===== config.mk =====
export PLATFORM = sky130hd
export DESIGN_NAME = dcas_scheduler
export DESIGN_NICKNAME = d
export VERILOG_FILES = /design/src/dcas_pkg.sv /design/src/dcas_miss_table.sv /design/src/dcas_scheduler.sv
export SDC_FILE = /design/constraint.sdc
export NUM_CORES = 2
export LEC_CHECK = 0
export BUFFER_PORTS_ARGS = -buffer_cell sky130_fd_sc_hd__buf_2
export CORE_MARGIN = 2
export CORE_UTILIZATION = 58
export CTS_CLUSTER_DIAMETER = 60
export DETAILED_ROUTE_END_ITERATION = 16
export GPL_ROUTABILITY_DRIVEN = 0
export GPL_TIMING_DRIVEN = 0
export PLACE_DENSITY = 0.81
export SYNTH_ARGS = -nofsm -noshare
export SYNTH_HDL_FRONTEND = slang
export SYNTH_SLANG_ARGS = --single-unit

===== constraint.sdc =====
create_clock -name clk -period 4.29 [get_ports clk]
set_input_delay 0.2145 -clock clk [delete_from_list [all_inputs] [get_ports clk]]
set_output_delay 0.2145 -clock clk [all_outputs]
set_load 0.005 [all_outputs]

===== src/dcas_pkg.sv =====
// Shared constants for the level-one data cache access scheduler.
package dcas_pkg;
   localparam int ADDR_W          = 40;
   localparam int LINE_BYTES      = 64;
   localparam int LINE_OFF_W      = 6;
   localparam int NUM_BANKS       = 8;
   localparam int BANK_BYTES      = 16;
   localparam int BANK_LSB        = 4;
   localparam int BANK_W          = 3;
   localparam int INDEX_LSB       = 7;
   localparam int MAX_OUTSTANDING = 8;
   localparam int SLOT_W          = 3;
   localparam int ST_SIZE_W       = 4;
endpackage


===== src/dcas_miss_table.sv =====
// Outstanding line request table with merging and fill release.
`timescale 1ns/1ns
module dcas_miss_table #(
   parameter int LINE_W = dcas_pkg::ADDR_W - dcas_pkg::LINE_OFF_W,
   parameter int DEPTH  = dcas_pkg::MAX_OUTSTANDING,
   parameter int SLOT_W = dcas_pkg::SLOT_W
) (
   input  wire logic              clk,
   input  wire logic              rst,
   input  wire logic              req_valid,
   input  wire logic [LINE_W-1:0] req_line,
   input  wire logic              req_modify,
   output logic                   req_ready,
   output logic                   req_merged,
   output logic                   issue_valid,
   output logic [LINE_W-1:0]      issue_line,
   output logic [SLOT_W-1:0]      issue_slot,
   output logic                   issue_modify,
   input  wire logic              fill_valid,
   input  wire logic [SLOT_W-1:0] fill_slot,
   output logic                   inst_valid,
   output logic [LINE_W-1:0]      inst_line,
   output logic                   inst_modified
);
   logic [DEPTH-1:0]  valid_reg, valid_next, mod_reg, mod_next, match;
   logic [LINE_W-1:0] line_reg [DEPTH];
   logic [LINE_W-1:0] line_next [DEPTH];
   logic              hit, free_found;
   logic [SLOT_W-1:0] hit_idx, free_idx;
   logic              issue_valid_next, issue_modify_next, inst_valid_next, inst_modified_next;
   logic [LINE_W-1:0] issue_line_next, inst_line_next;
   logic [SLOT_W-1:0] issue_slot_next;

   // An entry that is being filled this cycle no longer takes merges.
   genvar g;
   generate
      for (g = 0; g < DEPTH; g++)
      begin : g_match
         assign match[g] = valid_reg[g] && (line_reg[g] == req_line) &&
                           !(fill_valid && (fill_slot == SLOT_W'(g)));
      end
   endgenerate

   always_comb
   begin
      valid_next         = valid_reg;
      mod_next           = mod_reg;
      line_next          = line_reg;
      issue_valid_next   = 1'b0;
      issue_line_next    = issue_line;
      issue_slot_next    = issue_slot;
      issue_modify_next  = issue_modify;
      inst_valid_next    = 1'b0;
      inst_line_next     = inst_line;
      inst_modified_next = inst_modified;
      hit        = 1'b0;
      hit_idx    = '0;
      free_found = 1'b0;
      free_idx   = '0;
      for (int i = 0; i < DEPTH; i++)
      begin
         if (match[i])
         begin
            hit     = 1'b1;
            hit_idx = SLOT_W'(i);
         end
         if (!valid_reg[i] && !free_found)
         begin
            free_found = 1'b1;
            free_idx   = SLOT_W'(i);
         end
      end
      req_ready  = hit || free_found;
      req_merged = req_valid && hit;
      if (fill_valid && valid_reg[fill_slot])
      begin
         valid_next[fill_slot] = 1'b0;
         inst_valid_next       = 1'b1;
         inst_line_next        = line_reg[fill_slot];
         inst_modified_next    = mod_reg[fill_slot];
      end
      if (req_valid && hit)
      begin
         mod_next[hit_idx] = mod_reg[hit_idx] | req_modify;
      end
      else if (req_valid && free_found)
      begin
         valid_next[free_idx] = 1'b1;
         mod_next[free_idx]   = req_modify;
         line_next[free_idx]  = req_line;
         issue_valid_next     = 1'b1;
         issue_line_next      = req_line;
         issue_slot_next      = free_idx;
         issue_modify_next    = req_modify;
      end
   end

   always_ff @(posedge clk)
   begin
      if (rst)
      begin
         valid_reg     <= '0;
         mod_reg       <= '0;
         issue_valid   <= 1'b0;
         issue_line    <= '0;
         issue_slot    <= '0;
         issue_modify  <= 1'b0;
         inst_valid    <= 1'b0;
         inst_line     <= '0;
         inst_modified <= 1'b0;
         for (int i = 0; i < DEPTH; i++)
         begin
            line_reg[i] <= '0;
         end
      end
      else
      begin
         valid_reg     <= valid_next;
         mod_reg       <= mod_next;
         line_reg      <= line_next;
         issue_valid   <= issue_valid_next;
         issue_line    <= issue_line_next;
         issue_slot    <= issue_slot_next;
         issue_modify  <= issue_modify_next;
         inst_valid    <= inst_valid_next;
         inst_line     <= inst_line_next;
         inst_modified <= inst_modified_next;
      end
   end
endmodule


===== src/dcas_scheduler.sv =====
// Load pairing, line request gating and write combining for the data cache.
`timescale 1ns/1ns
module dcas_scheduler #(
   parameter int ADDR_W = dcas_pkg::ADDR_W,
   parameter int DEPTH  = dcas_pkg::MAX_OUTSTANDING
) (
   input  wire logic                                  clk,
   input  wire logic                                  rst,
   input  wire logic                                  ld0_valid,
   input  wire logic [ADDR_W-1:0]                     ld0_addr,
   input  wire logic                                  ld1_valid,
   input  wire logic [ADDR_W-1:0]                     ld1_addr,
   output logic                                       ld_ready,
   output logic                                       done0_valid,
   output logic [ADDR_W-1:0]                          done0_addr,
   output logic                                       done1_valid,
   output logic [ADDR_W-1:0]                          done1_addr,
   input  wire logic                                  rq_valid,
   input  wire logic [ADDR_W-1:0]                     rq_addr,
   input  wire logic                                  rq_prefetch,
   input  wire logic                                  rq_modify,
   output logic                                       rq_ready,
   output logic                                       mem_req_valid,
   output logic [ADDR_W-dcas_pkg::LINE_OFF_W-1:0]     mem_req_line,
   output logic [dcas_pkg::SLOT_W-1:0]                mem_req_slot,
   output logic                                       mem_req_modify,
   input  wire logic                                  fill_valid,
   input  wire logic [dcas_pkg::SLOT_W-1:0]           fill_slot,
   output logic                                       inst_valid,
   output logic [ADDR_W-dcas_pkg::LINE_OFF_W-1:0]     inst_line,
   output logic                                       inst_modified,
   input  wire logic                                  st_valid,
   input  wire logic [ADDR_W-1:0]                     st_addr,
   input  wire logic [dcas_pkg::ST_SIZE_W-1:0]        st_size,
   output logic                                       st_ready,
   input  wire logic                                  wc_flush,
   output logic                                       wc_out_valid,
   output logic [ADDR_W-dcas_pkg::LINE_OFF_W-1:0]     wc_out_line,
   output logic [dcas_pkg::LINE_BYTES-1:0]            wc_out_mask,
   input  wire logic                                  wc_out_ready
);
   localparam int LINE_W = ADDR_W - dcas_pkg::LINE_OFF_W;

   typedef enum logic [0:0] {DCAS_LS_PAIR, DCAS_LS_DEFER} dcas_ld_state_t;

   // Bank and index fields; a conflict needs the same bank and a different index.
   function automatic logic dcas_bank_conflict(input logic [ADDR_W-1:0] a, input logic [ADDR_W-1:0] b);
      return (a[dcas_pkg::BANK_LSB +: dcas_pkg::BANK_W] == b[dcas_pkg::BANK_LSB +: dcas_pkg::BANK_W]) &&
             (a[ADDR_W-1:dcas_pkg::INDEX_LSB] != b[ADDR_W-1:dcas_pkg::INDEX_LSB]);
   endfunction

   // -----------------------------------------------------------------
   // Load pairing
   // -----------------------------------------------------------------
   dcas_ld_state_t    state_reg, state_next;
   logic [ADDR_W-1:0] defer_addr_reg, defer_addr_next;
   logic              done0_valid_next, done1_valid_next, pair_conflict;
   logic [ADDR_W-1:0] done0_addr_next, done1_addr_next;

   always_comb
   begin
      state_next       = state_reg;
      defer_addr_next  = defer_addr_reg;
      done0_valid_next = 1'b0;
      done1_valid_next = 1'b0;
      done0_addr_next  = done0_addr;
      done1_addr_next  = done1_addr;
      pair_conflict    = ld0_valid && ld1_valid && dcas_bank_conflict(ld0_addr, ld1_addr);
      ld_ready         = (state_reg == DCAS_LS_PAIR);
      case (state_reg)
         DCAS_LS_PAIR:
         begin
            if (ld0_valid)
            begin
               done0_valid_next = 1'b1;
               done0_addr_next  = ld0_addr;
               if (ld1_valid && pair_conflict)
               begin
                  defer_addr_next = ld1_addr;
                  state_next      = DCAS_LS_DEFER;
               end
               else if (ld1_valid)
               begin
                  done1_valid_next = 1'b1;
                  done1_addr_next  = ld1_addr;
               end
            end
         end
         DCAS_LS_DEFER:
         begin
            done0_valid_next = 1'b1;
            done0_addr_next  = defer_addr_reg;
            state_next       = DCAS_LS_PAIR;
         end
         default:
         begin
            state_next = DCAS_LS_PAIR;
         end
      endcase
   end

   always_ff @(posedge clk)
   begin
      if (rst)
      begin
         state_reg      <= DCAS_LS_PAIR;
         defer_addr_reg <= '0;
         done0_valid    <= 1'b0;
         done1_valid    <= 1'b0;
         done0_addr     <= '0;
         done1_addr     <= '0;
      end
      else
      begin
         state_reg      <= state_next;
         defer_addr_reg <= defer_addr_next;
         done0_valid    <= done0_valid_next;
         done1_valid    <= done1_valid_next;
         done0_addr     <= done0_addr_next;
         done1_addr     <= done1_addr_next;
      end
   end

   // -----------------------------------------------------------------
   // Write combining
   // -----------------------------------------------------------------
   logic                           wc_open_reg, wc_open_next, wc_close_reg, wc_close_next;
   logic [LINE_W-1:0]              wc_line_reg, wc_line_next;
   logic [dcas_pkg::LINE_BYTES-1:0] wc_mask_reg, wc_mask_next, st_mask;
   logic [2*dcas_pkg::LINE_BYTES-1:0] st_wide;
   logic                           st_same_line;

   always_comb
   begin
      wc_open_next  = wc_open_reg;
      wc_close_next = wc_close_reg;
      wc_line_next  = wc_line_reg;
      wc_mask_next  = wc_mask_reg;
      // Bytes that spill past the line end are dropped from the mask.
      st_wide       = ((128'h1 << ({1'b0, st_size} + 5'h01)) - 128'h1) << st_addr[dcas_pkg::LINE_OFF_W-1:0];
      st_mask       = st_wide[dcas_pkg::LINE_BYTES-1:0];
      st_same_line  = wc_open_reg && (st_addr[ADDR_W-1:dcas_pkg::LINE_OFF_W] == wc_line_reg);
      st_ready      = !wc_close_reg && (!wc_open_reg || st_same_line);
      if (wc_close_reg)
      begin
         if (wc_out_ready)
         begin
            wc_close_next = 1'b0;
            wc_open_next  = 1'b0;
            wc_mask_next  = '0;
         end
      end
      else if (st_valid && st_same_line)
      begin
         wc_mask_next = wc_mask_reg | st_mask;
      end
      else if (st_valid && !wc_open_reg)
      begin
         wc_open_next = 1'b1;
         wc_line_next = st_addr[ADDR_W-1:dcas_pkg::LINE_OFF_W];
         wc_mask_next = st_mask;
      end
      else if (wc_open_reg && (st_valid || wc_flush))
      begin
         wc_close_next = 1'b1;
      end
      wc_out_valid = wc_close_reg;
      wc_out_line  = wc_line_reg;
      wc_out_mask  = wc_mask_reg;
   end

   always_ff @(posedge clk)
   begin
      if (rst)
      begin
         wc_open_reg  <= 1'b0;
         wc_close_reg <= 1'b0;
         wc_line_reg  <= '0;
         wc_mask_reg  <= '0;
      end
      else
      begin
         wc_open_reg  <= wc_open_next;
         wc_close_reg <= wc_close_next;
         wc_line_reg  <= wc_line_next;
         wc_mask_reg  <= wc_mask_next;
      end
   end

   // -----------------------------------------------------------------
   // Line requests
   // -----------------------------------------------------------------
   logic pf_block, tbl_ready;

   assign pf_block = rq_prefetch && wc_open_reg &&
                     (rq_addr[ADDR_W-1:dcas_pkg::LINE_OFF_W] == wc_line_reg);
   assign rq_ready = tbl_ready && !pf_block;

   dcas_miss_table #(
      .LINE_W (LINE_W),
      .DEPTH  (DEPTH),
      .SLOT_W (dcas_pkg::SLOT_W)
   ) u_table (
      .clk           (clk),
      .rst           (rst),
      .req_valid     (rq_valid && !pf_block),
      .req_line      (rq_addr[ADDR_W-1:dcas_pkg::LINE_OFF_W]),
      .req_modify    (rq_modify),
      .req_ready     (tbl_ready),
      .req_merged    (),
      .issue_valid   (mem_req_valid),
      .issue_line    (mem_req_line),
      .issue_slot    (mem_req_slot),
      .issue_modify  (mem_req_modify),
      .fill_valid    (fill_valid),
      .fill_slot     (fill_slot),
      .inst_valid    (inst_valid),
      .inst_line     (inst_line),
      .inst_modified (inst_modified)
   );
endmodule


# After elaboration in Yosys (flattened, before gate mapping)
# Cells that the tools add are included.
classes:
  div: 0
  bitwise_logic: 13
  n_reduce_logical: 90
  n_eq_ne: 22
  n_shift: 2
  n_addsub: 2
  mux: 78
  order_cmp: 9
  n_mul: 0
ops:
  columns: ["cell", "count"]
  rows:
  - ["34-bit == test", 10]
  - ["272-bit bitwise mux", 1]
  - ["64-bit two-way mux", 4]
  - ["1-bit by 5-bit << shifter with 128-bit output, first input constant", 1]
  - ["128-bit by 6-bit << shifter with 64-bit output", 1]
  - ["128-bit by 1-bit subtractor with 128-bit output, second input constant", 1]
  - ["34-bit binary-select mux with 3-bit select", 1]
  - ["34-bit demux with 3-bit select", 1]
  - ["34-bit two-way mux", 3]
  - ["40-bit one-hot mux with 2 select lines", 1]
  - ["64-bit bitwise OR", 1]
  - ["1-bit logical AND", 51]
  - ["40-bit two-way mux", 1]
  - ["8-bit two-way mux", 5]
  - ["1-bit two-way mux", 39]
  - ["33-bit != test", 1]
  - ["1-bit zero test", 24]
  - ["3-bit two-way mux", 8]
  - ["8-bit bitwise mux", 2]
  - ["3-bit == test, second input constant", 4]
  - ["3-bit by 4-bit < comparator with 1-bit output, second input constant", 3]
  - ["1-bit binary-select mux with 3-bit select", 3]
  - ["1-bit demux with 3-bit select", 3]
  - ["3-bit by 1-bit greater-or-equal comparator with 1-bit output, second input constant", 3]
  - ["24 further kinds", 44]
word_totals:
  latch_bits: 0
  memories: 0
  inputBits: 178
  word_cells: 243
  mem_bits_ro: 0
  ff_bits: 586
  out_inout_bits: 259
  ramBits: 0

# Depth between registers and ports, before layout
logic_depth:
  depth_word: 28
  depth_mapped: 15
  mapped_depth_nobuf: 12

# By module
# Synthesis repeated with hierarchy kept, for this count alone.
unflattened:
  hier_cells: 3475
  area_unflattened_um2: 31791.7
by_module_without_submodules:
  columns: ["module", "area_each_um2", "cells_per_inst", "n_inst", "seq_area_each_um2"]
  rows:
  - ["dcas_miss_table", 19630.1, 2030, 1, 7267.0]
  - ["dcas_scheduler", 12161.7, 1445, 1, 4464.3]

# Worst setup path after synthesis
# Ideal clock, no wire load.
synth_path:
  path_kind: "input to register"
  start: "input port st_size[3] (netlist name)"
  end: "register wc_mask_reg (netlist bit wc_out_mask[33])"
  setup_time_ns: 0.095
  setup_slack_ns: 0.999
  required_time_ns: 4.195
  arrival_ns: 3.195
  n_path_buf: 2
  path_stages: 13
  path_cell_list: "clkbuf_1 -> nor4_2 -> inv_1 -> ha_1 -> clkbuf_1 -> or2_2 -> o32a_1 -> o211ai_1 -> a21boi_0 -> a21oi_1 -> mux2_2 -> a211o_1 -> a221oi_1"
synth_between:
  elab_chain_len: 7
  elab_cells_between_ends: 8
  classes_between: "add/sub (2); shift (2); mux (3); bitwise (1)"
synth_lines:
  columns: ["element", "line_no", "source"]
  rows:
  - ["start, declared", "dcas_scheduler.sv:34", "input wire logic [dcas_pkg::ST_SIZE_W-1:0] st_size,"]
  - ["4-bit by 1-bit adder with 5-bit output *", "dcas_scheduler.sv:140", "st_wide = ((128'h1 << ({1'b0, st_size} + 5'h01)) - 128'h1) << st_addr[dcas_pkg::LINE_OFF_W-1:0];"]
  - ["1-bit by 5-bit << shifter with 128-bit output *", "dcas_scheduler.sv:140", null]
  - ["128-bit by 1-bit subtractor with 128-bit output *", "dcas_scheduler.sv:140", null]
  - ["128-bit by 6-bit << shifter with 64-bit output *", "dcas_scheduler.sv:140", null]
  - ["64-bit two-way mux / 64-bit bitwise OR (equally long branches)", "dcas_scheduler.sv:157, dcas_scheduler.sv:155", null]
  - ["64-bit two-way mux *", "dcas_scheduler.sv:153", "else if (st_valid && st_same_line)"]
  - ["64-bit two-way mux *", "dcas_scheduler.sv:144", "if (wc_close_reg)"]
  - ["end signal, assigned", "dcas_scheduler.sv:186", "wc_mask_reg <= wc_mask_next;"]
  - ["end, declared", "dcas_scheduler.sv:129", "logic [dcas_pkg::LINE_BYTES-1:0] wc_mask_reg, wc_mask_next, st_mask;"]
# Mark *: on every way between the ends. The rest lies on a longest branch, timed or not. The select of a mux whose other input is x is not followed.
# A chain may end at the register's enable or synchronous reset.

# Worst setup path after layout
layout_path:
  start: "register u_table.line_reg[40] (netlist name)"
  end: "register u_table.line_reg[122] (netlist name)"
layout_between:
  elab_chain_len: 8
layout_lines:
  columns: ["element", "line_no", "source"]
  rows:
  - ["start, declared", "dcas_miss_table.sv:26", "logic [LINE_W-1:0] line_reg [DEPTH];"]
  - ["start signal, assigned", "dcas_miss_table.sv:120", "line_reg <= line_next;"]
  - ["34-bit == test", "dcas_miss_table.sv:39", "assign match[g] = valid_reg[g] && (line_reg[g] == req_line) &&"]
  - ["1-bit logical AND (2 in series)", "dcas_miss_table.sv:39", null]
  - ["1-bit two-way mux (2 in series)", "dcas_miss_table.sv:62", "if (match[i])"]
  - ["1-bit logical AND", null, null]
  - ["1-bit NOT (no line)", null, null]
  - ["2-bit AND reduction (no line)", null, null]
# Every way passes these cells.

==> out/metrics.csv <==
metric;value;unit
ys_types;83;
wl_per_cell;27.42;microns
ys_async_sr_fraction;0;%
synth_most_common_cell;dfxtp_1;
skew;0.02684;ns
netlist_instances;3298;
grt_max_degree;17;
status;complete, but fails checks;
cts_buffer_depth;3;
hold_path_class;primary input to flip-flop;
timing.final.max_slew_violations;0;
row_count;83;
wl;126.2;mm
startpoint_type;flip-flop;
failed_checks;negative setup slack;
crit_type;flip-flop to flip-flop;
ys_seq_area_share;38.81;%
cts_sinks;586;
syn_area;30230;sq um
peakVddDrop;0.3241;mV
synthFlopType;dfxtp_1;
critPathCaptureType;flip-flop;
grt_pass1_wl;183.3;mm
finalHoldViolations;0;
synth_edf_count;0;
cts_setup_buffers;0;
detail-route-antenna-nets;0;
max_freq;232.8;MHz
synth_area_leaders;dfxtp_1 39%, mux2i_1 15%, nor2_1 6.9%;
synth_common_cells;586 x dfxtp_1, 555 x nor2_1, 443 x mux2i_1;
h-tree-depth;2;
rsz0062_at_grt;no;
tns;-0.005303;ns
multiInputGateArea;17120;sq um
cts_tree;yes;
tightest_slew;1.370;ns
drt_iter0_drc;4573;
dieArea;53960;sq um
numCtsBuffers;59;
layout_setup_ws;-0.005303;ns
clk_pin_slew;0.06;ns
via_per_inst;6.637;
dieHeight;232.3;microns
pin_count;437;
ys_warn_count;0;
seq_area;11730;sq um
period_share;100.1;%
port_buffers;388;
synth_top_area_cell;dfxtp_1;
finalCriticalPeriod;4.295;ns
slew_headroom;7.942;%
crit_arrival;4.86;ns
grt_pass1_vias;29180;
area_growth;19.71;%
layout.nets;4046;
first_pass_iters;7;
antenna_found_initial;14;
largest_reg_flops;272;
start_util;58.81;%
grt_usage;45.30;%
coreArea;51410;sq um
crit_fanout;10;
cts-root-buf;clkbuf_16;
dp_hpwl;90.00;mm
leakagePower;15.13;nW
drive_above_1_share;18.22;%
power.density;362.9;nW/um^2
gr-total-overflow;0;
vias;30550;
drv_cap;0;
whs;0.03134;ns
drc;0;
avgSynthCellArea;9.166;sq um
crit_required;4.86;ns
synth_top_area_share;38.81;%
total_power;13.13;mW
fin_cells;4603;
setup-violations-final;1;
ys_ff_latch;586;
dp.cells;4368;
clkLatencyLatePin;0.66;ns
die_x;232.3;microns
fillers;3785;
layer usage:
metal	up-vias	wire (microns)	global-route usage [%]
met5	-	90	0
met4	10	11800	34.64
met3	849	19160	17.57
met2	2814	51720	65.06
met1	14250	43450	54.36
li1	12630	-	-
layout by cell type (no fill, tap or decap), types with 12 or more instances in the layout:
cell type and n:
o211ai_1 12, nor2_1 555, clkbuf_16 59, nor3_1 36
a31oi_1 12, mux4_2 77, inv_1 25, a211oi_1 50
a22oi_1 18, clkbuf_1 171, dlygate4sd3_1 116, o21ai_0 66
xor2_1 167, mux2_2 15, buf_1 22, nand2_1 221
dfxtp_1 586, mux2i_1 443, nor4_1 44, nand3_1 27
o22ai_1 15, nand4_1 64, a22o_1 15, a21oi_1 164
xnor2_1 204, buf_2 481
cell type report:
type / instances / area share, %
antenna: 10 / 0.06915
buffer: 290 / 3.606
clock buffer: 86 / 4.664
clock inverter: 23 / 0.7433
inverter: 27 / 0.2800
multi-input combinational: 2397 / 47.30
sequential: 586 / 32.42
tap: 680 / 2.351
timing repair buffer: 504 / 8.574
worst max-delay path, cell delays in order (launching register included):
cell and delay, ns:
dfxtp_1 0.34, xor2_1 0.19, nor4_1 0.72, nand4_1 0.30
nor4_1 0.76, nand4b_1 0.34, nor4_2 0.15, nand2_1 0.54
buf_1 0.52, nand2_1 0.14, a21oi_1 0.20
where the power goes:
| part | total [mW] | internal, mW | switching [mW] |
|---|---|---|---|
| registers | 5.75 | 5.60 | 0.151 |
| clock network | 5.34 | 2.98 | 2.36 |
| logic | 2.04 | 0.732 | 1.31 |
| total | 13.1 | 9.31 | 3.82 |
cells by family (layout without fill, tap and decap cells):
family | after synthesis | count (layout) | synth area share (%)
flip-flops | 586 | 586 | 38.81
adder cells (fa/ha/maj) | 3 | 3 | 0.1242
other | 2 | 14 | 0.02484
buffers and inverters | 317 | 930 | 4.644
XOR/XNOR | 371 | 371 | 10.75
AND/OR/NAND/NOR | 1034 | 1034 | 15.08
AO/OA/AOI/OAI | 450 | 450 | 9.611
multiplexers | 535 | 535 | 20.96
what timing repair did:
item                                    CTS  global route
endpoints found under the setup margin    1            13
pin swaps                                 0             0
endpoints found under the hold margin   156             0
hold buffers                            116             0
gates resized for setup                   1             6
path summary, 6_finish.rpt:
path / startpoint / end / slack (ns) / cells after the start
setup reg to reg: u_table.line_reg[40]$_SDFFE_PP0P_ / u_table.line_reg[122]$_SDFFE_PP0P_ / -0.005 / 10
hold / removal: ld0_addr[14] / done0_addr[14]$_SDFFE_PP0P_ / 0.03 / 5
hold reg to reg: wc_out_mask[59]$_SDFFE_PP0P_ / wc_out_mask[59]$_SDFFE_PP0P_ / 0.44 / 2
setup / recovery: u_table.line_reg[40]$_SDFFE_PP0P_ / u_table.line_reg[122]$_SDFFE_PP0P_ / -0.005 / 10
stage by stage:
stage / instance area (sq um) / utilization (%) / setup WS [ns]
2_1_floorplan: 30240 / - / 0.9993
3_3_place_gp: 33030 / 64.25 / -0.1180
3_5_place_dp: 33030 / 64.25 / -0.1431
4_1_cts: 36150 / 70.33 / 0.2327
5_1_grt: 36180 / 70.38 / 0.02990
6_report: 36190 / 70.40 / -0.005303
Note: power is estimated with default switching activity, not from simulation.
